## src/rtl/rtc_tb_pkg.sv

```systemverilog
// Constants for the real-time clock time-base and access block.
// Assumes a 10 MHz core clock and a 32.768 kHz crystal level on a pin.
package rtc_tb_pkg;
  localparam int CLK_HZ = 10000000;
  localparam int XTAL_HZ = 32768;
  localparam int AXI_ADDR_W = 8;
  // Byte addresses of the register words
  localparam logic [7:0] OFS_CTRL_A = 8'h00;
  localparam logic [7:0] OFS_CTRL_B = 8'h04;
  localparam logic [7:0] OFS_EVENT = 8'h08;
  localparam logic [7:0] OFS_IRQ_STAT = 8'h0c;
  localparam logic [7:0] OFS_IRQ_MASK = 8'h10;
  localparam logic [7:0] OFS_SECONDS = 8'h14;
  // Control A fields
  localparam int A_BUSY_BIT = 7;
  localparam int A_TB_LSB = 4;
  localparam int A_RATE_LSB = 0;
  // Control B fields
  localparam int B_HOLD_BIT = 7;
  localparam int B_PIE_BIT = 6;
  localparam int B_UPD_IRQ_BIT = 4;
  localparam int B_SQWE_BIT = 3;
  // Event status fields
  localparam int E_INTF_BIT = 7;
  localparam int E_PF_BIT = 6;
  localparam int E_UPD_DONE_BIT = 4;
  localparam int E_32K_BIT = 2;
  // Interrupt status / mask bits
  localparam int IRQ_UPD_BIT = 0;
  localparam int IRQ_PER_BIT = 1;
  localparam int IRQ_W = 2;
  // Time-base control patterns
  localparam logic [2:0] TB_RUN = 3'h2;
  localparam logic [2:0] TB_RUN_WR = 3'h3;
  localparam logic [1:0] TB_OSC_ONLY_HI = 2'h3;
  // Reset values and response codes
  localparam logic [2:0] TB_RESET = 3'h0;
  localparam logic [3:0] RATE_RESET = 4'h0;
  localparam logic [1:0] IRQ_MASK_RESET = 2'h0;
  localparam logic [1:0] RESP_OKAY = 2'h0;
  localparam logic [1:0] RESP_SLVERR = 2'h2;
  // Divider and update-cycle timing, in crystal ticks
  localparam int DIV_W = 15;
  localparam logic [14:0] DIV_LAST = 15'h7fff;
  localparam int FIRST_UPDATE_MS = 500;
  localparam int FIRST_UPDATE_TICKS = FIRST_UPDATE_MS * XTAL_HZ / 1000;
  localparam int GUARD_US = 244;
  localparam int GUARD_TICKS = (GUARD_US * XTAL_HZ + 999999) / 1000000;
  localparam int UPDATE_US = 976;
  localparam int UPDATE_TICKS = (UPDATE_US * XTAL_HZ + 999999) / 1000000;
  localparam int NEXT_UPDATE_MIN_MS = 999;
  localparam logic [14:0] DIV_FIRST_LOAD = 15'(XTAL_HZ - FIRST_UPDATE_TICKS);
  localparam logic [14:0] UPD_START = 15'(XTAL_HZ - UPDATE_TICKS);
  localparam logic [14:0] BUSY_START = 15'(XTAL_HZ - UPDATE_TICKS - GUARD_TICKS);
endpackage : rtc_tb_pkg

```

## src/rtl/rtc_timebase_control_access.sv

```systemverilog
// Real-time clock time base, update-cycle sequencing and register access.
// Assumes an AXI4-Lite master on core_clk_in and a free-running crystal level pin.
//
// Contract
// - Clock bytes read during an update cycle may be inconsistent.
// - After update-ended, the next update starts no sooner than 999 ms later.
// - While update-in-progress reads zero, no update begins within the guard time.
// - Pattern 011 runs like 010 and makes the event status register writable.
// - Under 011 the raw crystal frequency can be enabled onto the square-wave pin.
// - Pattern 11X runs the oscillator but holds the divider disabled.
// - Any other pattern keeps the oscillator stopped.
// - The first update cycle follows 500 ms after the enabling pattern.
// - Update-in-progress rises before each update, falls after it and is held low by hold.
// - Update-ended is flagged each cycle; it interrupts only with enable set and hold clear.
//
// Chosen here: the AXI4-Lite interface to the registers and the address map.
`timescale 1ns/1ps
module rtc_timebase_control_access
  import rtc_tb_pkg::*;
(
  input wire logic core_clk_in,
  input wire logic arst_n_in,
  input wire logic [AXI_ADDR_W-1:0] s_axi_awaddr_in,
  input wire logic s_axi_awvalid_in,
  output logic s_axi_awready_out,
  input wire logic [31:0] s_axi_wdata_in,
  input wire logic [3:0] s_axi_wstrb_in,
  input wire logic s_axi_wvalid_in,
  output logic s_axi_wready_out,
  output logic [1:0] s_axi_bresp_out,
  output logic s_axi_bvalid_out,
  input wire logic s_axi_bready_in,
  input wire logic [AXI_ADDR_W-1:0] s_axi_araddr_in,
  input wire logic s_axi_arvalid_in,
  output logic s_axi_arready_out,
  output logic [31:0] s_axi_rdata_out,
  output logic [1:0] s_axi_rresp_out,
  output logic s_axi_rvalid_out,
  input wire logic s_axi_rready_in,
  input wire logic nvram_bank_select_in,
  input wire logic xtal_level_in,
  output logic osc_enable_out,
  output logic update_in_progress_out,
  output logic square_wave_out,
  output logic irq_out
);
  typedef struct packed {
    logic aw_got;
    logic w_got;
    logic [AXI_ADDR_W-1:0] aw_addr;
    logic [31:0] w_data;
    logic [3:0] w_strb;
    logic bvalid;
    logic [1:0] bresp;
    logic rvalid;
    logic [31:0] rdata;
    logic [1:0] rresp;
    logic [2:0] tb_field;
    logic [3:0] rate;
    logic hold;
    logic pie;
    logic upd_irq_en;
    logic sqwe;
    logic upd_done_flag;
    logic per_flag;
    logic khz32_en;
    logic [IRQ_W-1:0] irq_stat;
    logic [IRQ_W-1:0] irq_mask;
    logic [DIV_W-1:0] div;
    logic xtal_prev;
    logic tap_prev;
    logic [31:0] seconds;
    logic sq;
  } rtc_state_t;

  rtc_state_t s_reg;
  rtc_state_t s_next;
  logic [1:0] pins_sync;
  logic bank_sel;
  logic xtal_sync;

  sync_two_ff #(
    .WIDTH(2)
  ) i_sync_two_ff (
    .core_clk_in(core_clk_in),
    .arst_n_in(arst_n_in),
    .async_in({nvram_bank_select_in, xtal_level_in}),
    .sync_out(pins_sync)
  );

  assign bank_sel = pins_sync[1];
  assign xtal_sync = pins_sync[0];

  // Decoded time-base state
  logic osc_run;
  logic div_run;
  logic xtal_tick;
  logic tap_now;
  logic upd_busy;
  logic upd_end;
  logic per_evt;
  logic irq_level;
  logic aw_hs;
  logic w_hs;
  logic do_write;
  logic [AXI_ADDR_W-1:0] wr_addr;
  logic [31:0] wr_data;
  logic [3:0] wr_strb;
  logic [7:0] ctrl_a_rd;
  logic [7:0] ctrl_b_rd;
  logic [7:0] event_rd;
  logic [2:0] new_tb;
  logic new_div_run;

  function automatic logic tb_div_on(input logic [2:0] tb);
    tb_div_on = (tb == TB_RUN) || (tb == TB_RUN_WR);
  endfunction : tb_div_on

  // Divider tap for the rate select; codes 1 and 2 repeat codes 8 and 9
  function automatic logic tap_sel(input logic [3:0] rate, input logic [DIV_W-1:0] div);
    logic bit_out;
    bit_out = 1'b0;
    case (rate)
      4'h1: bit_out = div[6];
      4'h2: bit_out = div[7];
      4'h0: bit_out = 1'b0;
      default: bit_out = div[rate - 4'h2];
    endcase
    tap_sel = bit_out;
  endfunction : tap_sel

  always_comb begin
    osc_run = tb_div_on(s_reg.tb_field) ||
              (s_reg.tb_field[2:1] == TB_OSC_ONLY_HI);
    div_run = tb_div_on(s_reg.tb_field);
    xtal_tick = osc_run && xtal_sync && !s_reg.xtal_prev;
    tap_now = tap_sel(s_reg.rate, s_reg.div);
    // Flag rises a guard time ahead of the update window
    upd_busy = div_run && !s_reg.hold && (s_reg.div >= BUSY_START);
    upd_end = div_run && xtal_tick && (s_reg.div == DIV_LAST);
    per_evt = div_run && (s_reg.rate != RATE_RESET) && tap_now && !s_reg.tap_prev;
    irq_level = |(s_reg.irq_stat & s_reg.irq_mask);
    ctrl_a_rd = {upd_busy, s_reg.tb_field, s_reg.rate};
    ctrl_b_rd = {s_reg.hold, s_reg.pie, 1'b0, s_reg.upd_irq_en, s_reg.sqwe, 3'h0};
    event_rd = {irq_level, s_reg.per_flag, 1'b0, s_reg.upd_done_flag, 1'b0,
                s_reg.khz32_en, 2'h0};
    aw_hs = s_axi_awvalid_in && s_axi_awready_out;
    w_hs = s_axi_wvalid_in && s_axi_wready_out;
    wr_addr = s_reg.aw_got ? s_reg.aw_addr : s_axi_awaddr_in;
    wr_data = s_reg.w_got ? s_reg.w_data : s_axi_wdata_in;
    wr_strb = s_reg.w_got ? s_reg.w_strb : s_axi_wstrb_in;
    do_write = (s_reg.aw_got || aw_hs) && (s_reg.w_got || w_hs) && !s_reg.bvalid;
    new_tb = wr_data[A_TB_LSB +: 3];
    new_div_run = tb_div_on(new_tb);

    s_next = s_reg;
    s_next.xtal_prev = xtal_sync;
    s_next.tap_prev = tap_now;

    // Write channel, address and data accepted in either order
    if (aw_hs) begin
      s_next.aw_got = 1'b1;
      s_next.aw_addr = s_axi_awaddr_in;
    end
    if (w_hs) begin
      s_next.w_got = 1'b1;
      s_next.w_data = s_axi_wdata_in;
      s_next.w_strb = s_axi_wstrb_in;
    end
    if (s_reg.bvalid && s_axi_bready_in) begin
      s_next.bvalid = 1'b0;
    end

    // Divider: held at zero while disabled, counts crystal edges otherwise
    if (!div_run) begin
      s_next.div = '0;
    end else if (xtal_tick) begin
      s_next.div = s_reg.div + 15'h0001;
    end
    if (upd_end && !s_reg.hold) begin
      s_next.seconds = s_reg.seconds + 32'h0000_0001;
    end

    // Interrupt status: W1C first, hardware set after so the event wins
    if (do_write && wr_strb[0] && !bank_sel && (wr_addr == OFS_IRQ_STAT)) begin
      s_next.irq_stat = s_reg.irq_stat & ~wr_data[IRQ_W-1:0];
    end

    if (do_write) begin
      s_next.aw_got = 1'b0;
      s_next.w_got = 1'b0;
      s_next.bvalid = 1'b1;
      s_next.bresp = RESP_OKAY;
      if (bank_sel) begin
        s_next.bresp = RESP_SLVERR;
      end else begin
        case (wr_addr)
          OFS_CTRL_A: begin
            if (wr_strb[0]) begin
              s_next.tb_field = new_tb;
              s_next.rate = wr_data[A_RATE_LSB +: 4];
              // Entering a running pattern: first wrap comes half a second later
              if (new_div_run && !div_run) begin
                s_next.div = DIV_FIRST_LOAD;
              end
            end
          end
          OFS_CTRL_B: begin
            if (wr_strb[0]) begin
              s_next.hold = wr_data[B_HOLD_BIT];
              s_next.pie = wr_data[B_PIE_BIT];
              s_next.upd_irq_en = wr_data[B_UPD_IRQ_BIT] && !wr_data[B_HOLD_BIT];
              s_next.sqwe = wr_data[B_SQWE_BIT];
            end
          end
          OFS_EVENT: begin
            // Writable only under the test pattern, otherwise silently kept
            if (wr_strb[0] && (s_reg.tb_field == TB_RUN_WR)) begin
              s_next.per_flag = wr_data[E_PF_BIT];
              s_next.upd_done_flag = wr_data[E_UPD_DONE_BIT];
              s_next.khz32_en = wr_data[E_32K_BIT];
            end
          end
          OFS_IRQ_STAT: begin
          end
          OFS_IRQ_MASK: begin
            if (wr_strb[0]) begin
              s_next.irq_mask = wr_data[IRQ_W-1:0];
            end
          end
          default: s_next.bresp = RESP_SLVERR;
        endcase
      end
    end

    // Leaving the test pattern drops the raw-crystal selection
    if (s_next.tb_field != TB_RUN_WR) begin
      s_next.khz32_en = 1'b0;
    end

    // Event flags; set after any software write so events are never lost
    if (upd_end) begin
      s_next.upd_done_flag = 1'b1;
      if (s_reg.upd_irq_en && !s_reg.hold) begin
        s_next.irq_stat[IRQ_UPD_BIT] = 1'b1;
      end
    end
    if (per_evt) begin
      s_next.per_flag = 1'b1;
      if (s_reg.pie) begin
        s_next.irq_stat[IRQ_PER_BIT] = 1'b1;
      end
    end

    // Square wave: raw crystal under test pattern with the 32 kHz bit set, else the divider tap
    if (!s_reg.sqwe) begin
      s_next.sq = 1'b0;
    end else if ((s_reg.tb_field == TB_RUN_WR) && s_reg.khz32_en) begin
      s_next.sq = xtal_sync;
    end else begin
      s_next.sq = div_run && (s_reg.rate != RATE_RESET) && tap_now;
    end

    // Read channel; values are live, so time bytes may move mid-update
    if (s_reg.rvalid && s_axi_rready_in) begin
      s_next.rvalid = 1'b0;
    end
    if (s_axi_arvalid_in && s_axi_arready_out) begin
      s_next.rvalid = 1'b1;
      s_next.rresp = RESP_OKAY;
      s_next.rdata = 32'h0000_0000;
      if (bank_sel) begin
        s_next.rresp = RESP_SLVERR;
      end else begin
        case (s_axi_araddr_in)
          OFS_CTRL_A: s_next.rdata = {24'h00_0000, ctrl_a_rd};
          OFS_CTRL_B: s_next.rdata = {24'h00_0000, ctrl_b_rd};
          OFS_EVENT: s_next.rdata = {24'h00_0000, event_rd};
          OFS_IRQ_STAT: s_next.rdata = 32'(s_reg.irq_stat);
          OFS_IRQ_MASK: s_next.rdata = 32'(s_reg.irq_mask);
          OFS_SECONDS: s_next.rdata = s_reg.seconds;
          default: s_next.rresp = RESP_SLVERR;
        endcase
      end
    end
  end

  always_ff @(posedge core_clk_in or negedge arst_n_in) begin
    if (!arst_n_in) begin
      s_reg <= '0;
    end else begin
      s_reg <= s_next;
    end
  end

  assign s_axi_awready_out = !s_reg.aw_got && !s_reg.bvalid;
  assign s_axi_wready_out = !s_reg.w_got && !s_reg.bvalid;
  assign s_axi_bvalid_out = s_reg.bvalid;
  assign s_axi_bresp_out = s_reg.bresp;
  assign s_axi_arready_out = !s_reg.rvalid;
  assign s_axi_rvalid_out = s_reg.rvalid;
  assign s_axi_rdata_out = s_reg.rdata;
  assign s_axi_rresp_out = s_reg.rresp;
  assign osc_enable_out = osc_run;
  assign update_in_progress_out = upd_busy;
  assign square_wave_out = s_reg.sq;
  assign irq_out = irq_level;
endmodule : rtc_timebase_control_access

```

## src/rtl/sync_two_ff.sv

```systemverilog
// Two-flop synchroniser for asynchronous level inputs.
// Assumes levels only; pulses shorter than one clock may be lost.
`timescale 1ns/1ps
module sync_two_ff #(
  parameter int WIDTH = 1
) (
  input wire logic core_clk_in,
  input wire logic arst_n_in,
  input wire logic [WIDTH-1:0] async_in,
  output logic [WIDTH-1:0] sync_out
);
  typedef struct packed {
    logic [WIDTH-1:0] meta;
    logic [WIDTH-1:0] stable;
  } sync_state_t;

  sync_state_t s_reg;
  sync_state_t s_next;

  always_comb begin
    s_next.meta = async_in;
    s_next.stable = s_reg.meta;
  end

  always_ff @(posedge core_clk_in or negedge arst_n_in) begin
    if (!arst_n_in) begin
      s_reg <= '0;
    end else begin
      s_reg <= s_next;
    end
  end

  assign sync_out = s_reg.stable;
endmodule : sync_two_ff
```

## config.mk

```make
export PLATFORM = sky130hd
export DESIGN_NAME = rtc_timebase_control_access
export DESIGN_NICKNAME = d
export VERILOG_FILES = /design/src/rtl/rtc_tb_pkg.sv /design/src/rtl/rtc_timebase_control_access.sv /design/src/rtl/sync_two_ff.sv
export SDC_FILE = /design/constraint.sdc
export NUM_CORES = 1
export LEC_CHECK = 0
export BUFFER_PORTS_ARGS = -buffer_cell sky130_fd_sc_hd__buf_4
export CAP_MARGIN = 20
export CORE_ASPECT_RATIO = 1.75
export CORE_UTILIZATION = 44
export CTS_CLUSTER_DIAMETER = 60
export CTS_CLUSTER_SIZE = 25
export DETAILED_ROUTE_END_ITERATION = 12
export PLACE_DENSITY = 0.65
export SLEW_MARGIN = 25
export SYNTH_ARGS = -nofsm -noshare
export SYNTH_HDL_FRONTEND = slang
export SYNTH_SLANG_ARGS = --single-unit
export TNS_END_PERCENT = 50
```

## constraint.sdc

```tcl
create_clock -name core_clk_in -period 5.65 [get_ports core_clk_in]
set_input_delay 1.695 -clock core_clk_in [delete_from_list [all_inputs] [get_ports core_clk_in]]
set_output_delay 1.695 -clock core_clk_in [all_outputs]
set_load 0.02 [all_outputs]
```

# == After elaboration in Yosys (flattened, before gate mapping) ==
# Index checks and enable logic that the tools add are counted.
# Widths: inputs -> output; s select.
# totals
register_bits,129
in_bits,61
out_inout_bits,45
wordCells,170
# op_classes
n_addsub,3
order_cmp,2
eq_ne,21
muxes,44
n_bitwise,4
reduce_logical,68
# ops
op,count
$pmux 32 s6,1
$mux 15,7
$mux 35,1
$add 32x1->32 const B,1
$eq 8x4->1 const B,4
$mux 32,1
$mux 14,2
$logic_and 1x1->1,27
$reduce_bool 2->1,13
$eq 8x5->1 const B,3
$reduce_and 4->1,6
$eq 8x3->1 const B,2
$logic_not 8->1,2
$mux 8,2
$add 15x1->15 const B,1
$eq 15x15->1 const B,1
$ge 15x15->1 const B,1
$mux 1,15
$mux 7,2
$eq 3x2->1 const B,4
$mux 2,6
$logic_not 1->1,10
$mux 3,3
$mux 4,2
other kinds (18),25

# == Longest topological paths before layout ==
# Gate-level depths: netlist (run 1).
# logic_depth
word_depth,12
depth_mapped,9
mapped_depth_nobuf,8

# == By module ==
# Synthesis (run 1) repeated with hierarchy kept, for this count alone.
# hier_totals
hier_cells,582
hier_area_um2,6286.0
# modules_own_cells
mod,n_inst,cells_each,area_per_inst_um2,seq_area_each_um2
rtc_timebase_control_access,1,578,6185.9,3078.0
sync_two_ff,1,4,100.1,100.1

# == Least setup slack after synthesis (run 1) ==
# No wires, ideal clock.
# synth_timing
path_kind,in2reg
from,input port s_axi_awaddr_in[5]
to,register s_reg (netlist bit event_rd[2])
setup_time_ps,121
arrival_ps,3363
required_time_ps,5529
slack_ps,2166
cell_stages,7
n_path_buf,1
path_cell_list,or4_4 -> o22ai_2 -> nand3_1 -> or2_4 -> buf_6 -> mux2_4 -> and4bb_1
# synth_rtl
item,line_no,text
from (decl),rtc_timebase_control_access.sv:23,"input wire logic [AXI_ADDR_W-1:0] s_axi_awaddr_in,"
to (signal assigned),rtc_timebase_control_access.sv:292,s_reg <= s_next;
to (decl),rtc_timebase_control_access.sv:76,rtc_state_t s_reg;

# == Final worst setup path (run 1) ==
# layout_timing
from,register s_reg (netlist bit ctrl_a_rd[5])
to,output port update_in_progress_out
# layout_via
elab_chain_len,4
# layout_lines
item,line_no,text
$eq 3x2->1,rtc_timebase_control_access.sv:116,tb_div_on = (tb == TB_RUN) || (tb == TB_RUN_WR);
$logic_or 1x1->1 *,rtc_timebase_control_access.sv:116,
$logic_and 1x1->1 * (2 in series),rtc_timebase_control_access.sv:139,upd_busy = div_run && !s_reg.hold && (s_reg.div >= BUSY_START);
to (decl),rtc_timebase_control_access.sv:43,"output logic update_in_progress_out,"
# Every way passes the cells marked *; elsewhere a longest branch is shown, timed or not.

==> results of run 1 <==
## worst max-delay path by stage
stage / depth (start not counted) / slack [ps] / start / to
CTS: 4 / 1770 / ctrl_a_rd[5]$_DFF_PN0_ / update_in_progress_out
global placement: 7 / 1930 / s_axi_awaddr_in[5] / event_rd[2]$_DFFE_PN0P_
detailed placement: 7 / 1920 / s_axi_awaddr_in[5] / event_rd[2]$_DFFE_PN0P_
finish: 4 / 1820 / ctrl_a_rd[5]$_DFF_PN0_ / update_in_progress_out
global route: 4 / 1680 / ctrl_a_rd[5]$_DFF_PN0_ / update_in_progress_out
floorplan: 7 / 2170 / s_axi_awaddr_in[5] / event_rd[2]$_DFFE_PN0P_
## area by class of cell
type | count | area, um2 | area share (%)
clock buffers | 18 | 439 | 6.05
repair buffers | 81 | 608 | 8.37
clock inverters | 14 | 181 | 2.50
inverters | 18 | 67.6 | 0.930
well taps | 174 | 218 | 3.00
flip-flops and latches | 127 | 3180 | 43.8
multi-input cells | 377 | 2570 | 35.4
## cells in the mapped netlist, drive strengths merged, types with 2 or more instances
cell	number
dfrtp	127
nor2	50
nand2	49
buf	43
a22o	28
mux2	27
nand3	27
xnor2	23
xor2	21
inv	18
o21ai	17
a21oi	16
clkbuf	15
mux2i	14
and3	10
nand4	9
nor3	9
a22oi	7
ha	5
nand2b	5
nor4	5
o32ai	5
nand3b	4
nor2b	4
o22ai	4
o31ai	4
or3	4
and2	3
a2111oi	2
and4	2
nor3b	2
o21a	2
o221ai	2
o41ai	2
or4	2
## cell families after synthesis
group / share of synthesized area (%)
XOR/XNOR: 6.24
other: 0.0608
buffers and inverters: 6.97
AO/OA/AOI/OAI: 11.0
adder cells (fa/ha/maj): 1.01
flip-flops: 51.5
AND/OR/NAND/NOR: 15.6
multiplexers: 7.62
## critical path, cell delays in order, from the launching register on
cell      delay (ps)
dfrtp_1          510
nand3b_1         250
nor4_2           510
o21a_1           280
buf_4            170
## through the flow
stage / cells / hold slack [ps] / util [%]
floorplan: 580 / 331 / -
global placement: 777 / 335 / 49.1
detailed placement: 777 / 342 / 49.1
CTS: 809 / 351 / 53.7
global route: 809 / 352 / 53.7
finish: 809 / 347 / 53.7
## power by group through the flow
stage / logic (W) / registers, W / clock network (W)
2_1_floorplan: 0.000266 / 0.00106 / 0
3_3_place_gp: 0.000354 / 0.00109 / 0
3_5_place_dp: 0.000367 / 0.00110 / 0
4_1_cts: 0.000369 / 0.00109 / 0.00116
5_1_grt: 0.000398 / 0.00110 / 0.00120
6_report: 0.000363 / 0.00109 / 0.00114
## cell usage in the layout (no fill, tap or decap), drive strengths merged, types with 18 or more instances in the layout
master	n
a22o	28
xnor2	23
inv	22
nand3	27
xor2	21
dfrtp	127
nand2	49
buf	81
mux2	27
nor2	50
clkbuf	18
## routing by layer
layer	track usage (%)	vias up	share of wire [%]
li1	-	2100	-
met1	20.7	2215	38
met2	38.5	102	57
met3	3.25	29	2.3
met4	9.83	0	2.7
met5	0	-	0
==> flow_summary.ini, run 1 <==
[placed_design]
dpl_cell_area_um2 = 6640
hpwl_mm = 9.87
dp_slack_ps = 1920
portBuffers = 76
place.gp.congestion = 0.845

[worst_setup_path]
start_kind = flop
r2r_end = event_rd[2]$_DFFE_PN0P_
cp_max_fo = 7
worstPathRequired_ps = 3950
arrival_ps = 2130
timing.rr.start = s_reg[151]$_DFFE_PN0P_
crit_type = flop to primary output
end_kind = primary output
rrSetupSlack_ps = 2960
reg2reg_depth = 6

[power_and_ir_drop]
clkPwrFrac_pct = 43.9
p_per_area_nw_per_um2 = 356
p_total_w = 0.00259
pwr-share-comb_pct = 14.0
vdd_drop_max_mv = 0.272
p_switching_w = 0.000705
p_sw_share_pct = 27.2
p_leak_nw = 3.30
p_int_w = 0.00188
seqPwrFrac_pct = 42.0

[timing]
max_freq_mhz = 261
fin_crit_ps = 3830
rsz0062_at_grt = false
fin_skew_ps = 9.80
slew_headroom_pct = 51.6
tightestPinTransition_ps = 724
period_share_pct = 67.7
hold_violations = 0
setup_tns_ps = 0
finalWorstSetupSlack_ps = 1820
slew_viol_final = 0
setup_viol = 0

[die]
num_rows = 56
die_y_um = 159
core_area_um2 = 13500
die_w_um = 91.5
floorplan.initialDensity_pct = 45.6
ioPinCount = 106
die_area_um2 = 14500

[clock_network]
cts-htree-levels = 4
root_buffer = clkbuf_16
clk-insertion-delay-late_ps = 420
cts_buffer_depth = 2
cts_resized = 0
clk_transition_reported_paths_ps = 60
hold_buffers = 0
cts_buffers = 17
postCtsSetupRepairBufs = 0
cts_tree = built
cts.sinks = 127

[route]
vias = 4446
wl_per_cell_um = 16.7
ant_nets = 0
first_iter_violations = 192
post-route-drc-count = 0
wl_mm = 13.5
via_per_inst = 5.50
drtPass1Iterations = 5

[outcome]
status = complete, no violations

[yosys]
ys_seq_area_share_pct = 51.5
synthesis.area_um2 = 6170
yosys-top-cells-area = dfrtp_1, mux2_2, buf_4, a22o_1, xnor2_1
yosysUniqueCellTypes = 54
synth_top_area_share_pct = 51.5
syn_inst = 579
yosysTopAreaCell = dfrtp_1
synthArstFlopShare_pct = 100
synth_edf_count = 0
ys_ff_latch = 127
yosys_warnings = 0
synthFlopType = dfrtp_1
syn_area_per_cell_um2 = 10.7

[hold_path]
hold_path.startpoint = i_sync_two_ff.s_next[1]$_DFF_PN0_
holdPathStages = 0
min_to = i_sync_two_ff.sync_out[1]$_DFF_PN0_
hold_class = flop to flop

[grt]
grt_max_degree = 58
grt_pass1_wl_mm = 22.3
antenna_found_initial = 0
grt_pass1_vias = 4547
grt-ovfl-total = 0
track_usage_pct = 20.0

[cells_and_area]
fillers = 1176
antenna_cells = 0
layout-drive-gt1-share_pct = 23.6
final_area_um2 = 7260
area_growth_pct = 17.7
largest_reg_flops = 72
fin_nets = 688

[run]
drv_cap = 0
No activity file was read; power rests on OpenSTA's default activity.
==> run 2: changes to the inputs <==
--- a/config.mk
+++ b/config.mk
@@ -5,6 +5,7 @@
 export SDC_FILE = /design/constraint.sdc
 export NUM_CORES = 1
 export LEC_CHECK = 0
+export ABC_AREA = 1
 export BUFFER_PORTS_ARGS = -buffer_cell sky130_fd_sc_hd__buf_4
 export CAP_MARGIN = 20
 export CORE_ASPECT_RATIO = 1.75
@@ -12,7 +13,6 @@
 export CTS_CLUSTER_DIAMETER = 60
 export CTS_CLUSTER_SIZE = 25
 export DETAILED_ROUTE_END_ITERATION = 12
-export PLACE_DENSITY = 0.65
 export SLEW_MARGIN = 25
 export SYNTH_ARGS = -nofsm -noshare
 export SYNTH_HDL_FRONTEND = slang
==> constraint.sdc (replaced) <==
create_clock -name core_clk_in -period 4.01 [get_ports core_clk_in]
set_input_delay 1.203 -clock core_clk_in [delete_from_list [all_inputs] [get_ports core_clk_in]]
set_output_delay 1.203 -clock core_clk_in [all_outputs]
set_load 0.02 [all_outputs]
==> run 2 against run 1 <==
Effect of this change: synthesized area is 9.2% higher; register-to-register slack worse by 1300 ps; clock power is 41% higher; synthesized cell count rose by 46%; non-clock buffer count stayed put.
==> flow_summary.ini, run 2 <==
[cells_and_area]
regArea_um2 = 3180
area_growth_pct = 16.7
fillers = 1489
final_common_cell = nand2_1
final_cell_mix = nand2_1, dfrtp_1, inv_1
final_area_um2 = 7860
layout-drive-gt1-share_pct = 14.8
antenna_cells = 0
fin_nets = 962
largest_reg_flops = 72
multiInputGateArea_um2 = 2800

[yosys]
syn_inst = 846
yosys_warnings = 0
yosysUniqueCellTypes = 40
synth_edf_count = 0
synth_top_cells_by_count = nand2_1, dfrtp_1, inv_1
yosys-top-cells-area = dfrtp_1, nand2_1, o21ai_0, inv_1, nor2_1
synthFlopType = dfrtp_1
yosysTopAreaCell = dfrtp_1
ys_ff_latch = 127
yosysMostFrequentCell = nand2_1
syn_area_per_cell_um2 = 7.97
ys_seq_area_share_pct = 47.2
synthArstFlopShare_pct = 100
synth_top_area_share_pct = 47.2
synthesis.area_um2 = 6740

[route]
drtPass1Iterations = 5
first_iter_violations = 191
vias = 5490
post-route-drc-count = 0
wl_per_cell_um = 14.7
wl_mm = 16.0
ant_nets = 0
via_per_inst = 5.03

[worst_setup_path]
worstPathRequired_ps = 2810
path_common_cell = nand2_1
crit_chain = nand2_1 -> inv_1 -> nand2_1 -> nor2_1 -> and3_1 -> buf_4
crit_type = flop to primary output
timing.rr.start = s_reg[41]$_DFF_PN0_
cp_max_fo = 15
path_buf_inv = 2
end_kind = primary output
start_kind = flop
crit_slowest_cell = dfrtp_1
critPathMaxStageDelay_ps = 490
cp_top_family = buffers and inverters
startpoint = ctrl_a_rd[5]$_DFF_PN0_
arrival_ps = 2050

[timing]
hold_violations = 0
max_freq_mhz = 307
slew_viol_final = 0
fin_skew_ps = 10.1
hold_slack_ps = 349
tightestPinTransition_ps = 754
setup_tns_ps = 0
slew_headroom_pct = 49.7
fin_crit_ps = 3260
rsz0062_at_grt = false
period_share_pct = 81.2
setup_viol = 0

[die]
ioPinCount = 106
die_area_um2 = 15800
core_area_um2 = 14900
floorplan.initialDensity_pct = 45.2
num_rows = 59
die_w_um = 95.6
die_y_um = 166

[clock_network]
hold_buffers = 0
clk_transition_reported_paths_ps = 60
postCtsSetupRepairBufs = 0
cts.sinks = 127
cts_tree = built
clk-insertion-delay-late_ps = 420
cts_buffers = 17
cts_buffer_depth = 2
cts-htree-levels = 4
cts_resized = 0
root_buffer = clkbuf_16

[placed_design]
place.gp.congestion = 0.923
portBuffers = 76
dpl_cell_area_um2 = 7240
hpwl_mm = 12.2

[power_and_ir_drop]
vdd_drop_max_mv = 0.368
p_per_area_nw_per_um2 = 453
p_total_w = 0.00356
p_leak_nw = 3.80

[grt]
grt_pass1_wl_mm = 27.1
grt_max_degree = 55
grt_pass1_vias = 5579
track_usage_pct = 22.4
grt-ovfl-total = 0
antenna_found_initial = 0

[hold_path]
hold_class = flop to flop
hold_path.startpoint = i_sync_two_ff.s_next[1]$_DFF_PN0_

[outcome]
status = complete, no violations

[run]
drv_cap = 0
run 2: final cells by class:
cell class	instances	share of cell area, %
Timing Repair Buffer	81	7.89
Inverter	110	5.25
Clock inverter	11	1.96
Multi-Input combinational cell	559	35.6
Sequential cell	127	40.4
Tap cell	183	2.91
Clock buffer	20	5.93
run 2: worst paths after layout:
path | end | slack, ps | depth (start not counted)
setup / recovery | update_in_progress_out | 750 | 6
hold / removal | i_sync_two_ff.sync_out[1]$_DFF_PN0_ | 350 | 0
setup reg to reg | s_reg[16]$_DFFE_PN0P_ | 1700 | 6
hold reg to reg | i_sync_two_ff.sync_out[1]$_DFF_PN0_ | 350 | 0
max in group asynchronous | s_axi_rdata_out[3]$_DFFE_PN0P_ | 2330 | 2
min in group asynchronous | s_reg[149]$_DFFE_PN0P_ | 820 | 1
run 2: where the power goes:
| group | switching, W | internal, W | leakage, nW |
|---|---|---|---|
| combinational | 0.000317 | 0.000170 | 1.82 |
| sequential | 0.0000764 | 0.00139 | 1.68 |
| clock | 0.000578 | 0.00103 | 0.299 |
| total | 0.000972 | 0.00259 | 3.80 |
run 2: worst register-to-register path: cells and delay by family (launching register included):
kind / cells / cell delay [ps]
AOI/OAI and AO/OA: 2 / 280
and+or+nand+nor: 4 / 1470
DFF: 1 / 490
run 2: cells by family (layout without fill, tap and decap cells):
kind of cell	after synthesis	count (layout)	share of synthesized area [%]
simple gates	381	381	24.8
buf+inv	161	222	11.3
compound gates	134	134	10.8
flops	127	127	47.2
xor+xnor	33	33	4.29
fa+ha+maj	5	5	0.928
mux	4	4	0.668
other cells	1	2	0.0556
run 2: stage by stage:
stage / utilization, % / cells / setup slack [ps]
floorplan: - / 847 / 1630
global placement: 48.6 / 1060 / 1120
detailed placement: 48.6 / 1060 / 1100
CTS: 52.7 / 1091 / 701
global route: 52.7 / 1091 / 609
finish: 52.7 / 1091 / 754
run 2: metal layers:
metal,up-vias,routed length [um],GRT usage (%)
met5,-,0,0
met2,103,8840,40.1
met1,2561,5920,23.6
met4,0,894,13.7
met3,49,381,3.71
li1,2777,-,-
==> run 3: changes to the inputs <==
--- a/config.mk
+++ b/config.mk
@@ -5,7 +5,7 @@
 export SDC_FILE = /design/constraint.sdc
 export NUM_CORES = 1
 export LEC_CHECK = 0
-export ABC_AREA = 1
+export ABC_AREA = 0
 export BUFFER_PORTS_ARGS = -buffer_cell sky130_fd_sc_hd__buf_4
 export CAP_MARGIN = 20
 export CORE_ASPECT_RATIO = 1.75
@@ -13,6 +13,7 @@
 export CTS_CLUSTER_DIAMETER = 60
 export CTS_CLUSTER_SIZE = 25
 export DETAILED_ROUTE_END_ITERATION = 12
+export PLACE_DENSITY = 0.68
 export SLEW_MARGIN = 25
 export SYNTH_ARGS = -nofsm -noshare
 export SYNTH_HDL_FRONTEND = slang
==> constraint.sdc (replaced) <==
create_clock -name core_clk_in -period 2.7 [get_ports core_clk_in]
set_input_delay 0.81 -clock core_clk_in [delete_from_list [all_inputs] [get_ports core_clk_in]]
set_output_delay 0.81 -clock core_clk_in [all_outputs]
set_load 0.02 [all_outputs]
==> run 3 against run 2 <==
Effect of this change: combinational power rose by 81%; total power rose by 57%; critical endpoint unchanged; largest power group unchanged; die area fell by 8.3%; final cell count fell by 24%; flip-flop and latch count did not move; hold slack barely moved; clock skew fell by 2.8 ps; first-iteration DRC count fell by 27%; setup slack got worse by 680 ps.
==> flow_summary.ini, run 3 (synthesized netlist as in run 1, its figures left out) <==
[outcome]
status = complete, no violations

[cells_and_area]
largest_reg_flops = 72
final_cell_mix = dfrtp_1, buf_4, nor2_1
layout-drive-gt1-share_pct = 25.8
utilization_pct = 55.3
antenna_cells = 0
fin_nets = 707
final_common_cell = dfrtp_1
area_growth_pct = 21.2

[timing]
period_share_pct = 97.1
hold_slack_ps = 349
max_freq_mhz = 382
hold_violations = 0
slew_headroom_pct = 56.4
fin_skew_ps = 7.30
setup_viol = 0
tightestPinTransition_ps = 646
setup_tns_ps = 0
fin_crit_ps = 2620
slew_viol_final = 0
rsz0062_at_grt = false

[clock_network]
root_buffer = clkbuf_16
cts_tree = built
cts.sinks = 127
hold_buffers = 0
clk_transition_reported_paths_ps = 60
clk-insertion-delay-late_ps = 420
cts-htree-levels = 4
cts_buffer_depth = 2
cts_buffers = 17

[die]
ioPinCount = 106
die_y_um = 159
die_w_um = 91.5
num_rows = 56
floorplan.initialDensity_pct = 45.6
die_area_um2 = 14500
core_area_um2 = 13500

[grt]
track_usage_pct = 20.6
grt_pass1_wl_mm = 22.9
grt-ovfl-total = 0
grt_max_degree = 48
grt_pass1_vias = 4725
antenna_found_initial = 0

[hold_path]
holdPathStages = 0
hold_class = flop to flop

[worst_setup_path]
critPathMaxStageDelay_ps = 430
rrSetupSlack_ps = 430
end_kind = primary output
worstPathRequired_ps = 1890
crit_chain = nand4_1 -> nor4_4 -> o21a_1 -> buf_4
start_kind = flop
arrival_ps = 1810
cp_max_fo = 6
crit_slowest_cell = dfrtp_2
reg2reg_depth = 7
crit_type = flop to primary output

[run]
drv_cap = 0

[power_and_ir_drop]
p_per_area_nw_per_um2 = 750
p_leak_nw = 3.45
vdd_drop_max_mv = 0.566

[route]
post-route-drc-count = 0
wl_per_cell_um = 16.5
ant_nets = 0
wl_mm = 13.7
first_iter_violations = 140
vias = 4524
via_per_inst = 5.46
drtPass1Iterations = 4

[placed_design]
place.gp.congestion = 0.871
hpwl_mm = 10.0
portBuffers = 76
run 3: cell types whose count changed in the layout (fill, tap and decap cells not counted), moves of 11 or more:
cell,previous run,this run
xnor2_1,1,23
mux2i_1,0,14
nand3_1,43,27
nor2_1,78,50
nand2_1,201,49
inv_1,109,18
o21ai_0,92,17
a22o_1,2,28
mux2_2,4,26
nor3_1,20,7
buf_4,80,97
xor2_1,32,21
run 3: path summary, 6_finish.rpt:
path                                                    from                             endpoint
max                                      s_reg[42]$_DFF_PN0_               update_in_progress_out
min                        i_sync_two_ff.s_next[1]$_DFF_PN0_  i_sync_two_ff.sync_out[1]$_DFF_PN0_
max reg2reg                           s_reg[151]$_DFFE_PN0P_              event_rd[6]$_DFFE_PN0P_
min reg2reg                i_sync_two_ff.s_next[1]$_DFF_PN0_  i_sync_two_ff.sync_out[1]$_DFF_PN0_
max in group asynchronous                          arst_n_in               ctrl_a_rd[5]$_DFF_PN0_
min in group asynchronous                          arst_n_in      s_axi_rdata_out[27]$_DFFE_PN0P_
run 3: repair_timing:
item	in CTS	in global routing
setup buffers	1	0
endpoints found under the setup margin	1	1
pin swaps	1	1
gates resized for setup	1	2
run 3: layout make-up:
type | instances | area (um2)
multi-input cells | 377 | 2580
fillers | 1152 | 6040
inverters | 18 | 67.6
flip-flops and latches | 127 | 3180
repair buffers | 100 | 788
clock inverters | 11 | 186
well taps | 174 | 218
clock buffers | 21 | 460
run 3: report_power, final:
part	total [W]	switching (W)	internal, W	leakage (nW)
combinational	0.000883	0.000465	0.000418	1.46
clock	0.00250	0.000819	0.00168	0.317
sequential	0.00222	0.000139	0.00209	1.67
total	0.00561	0.00142	0.00418	3.45
run 3: through the flow:
stage               area, um2  power [W]  instances  worst slack [ps]
global placement         6820    0.00310        795             -42.2
global route             7480    0.00585        828              34.5
finish                   7480    0.00561        828              78.9
floorplan                6170    0.00279        580               101
detailed placement       6820    0.00314        795             -65.1
CTS                      7480    0.00565        828              20.5
run 3: layer usage:
metal  wire, um  GRT usage, %  up-vias  share of wire [%]
li1           -             -     2137                  -
met1       5070          21.2     2241                 37
met2       7670          38.2      111                 56
met3        413          4.25       35                3.0
met4        540          11.8        0                3.9
met5          0             0        -                  0
run 3: critical path: cells and delay by family (launching register included):
kind / cells / cell delay, ps
AOI/OAI and AO/OA: 1 / 220
buffers and inverters: 1 / 150
DFF: 1 / 430
and+or+nand+nor: 2 / 590
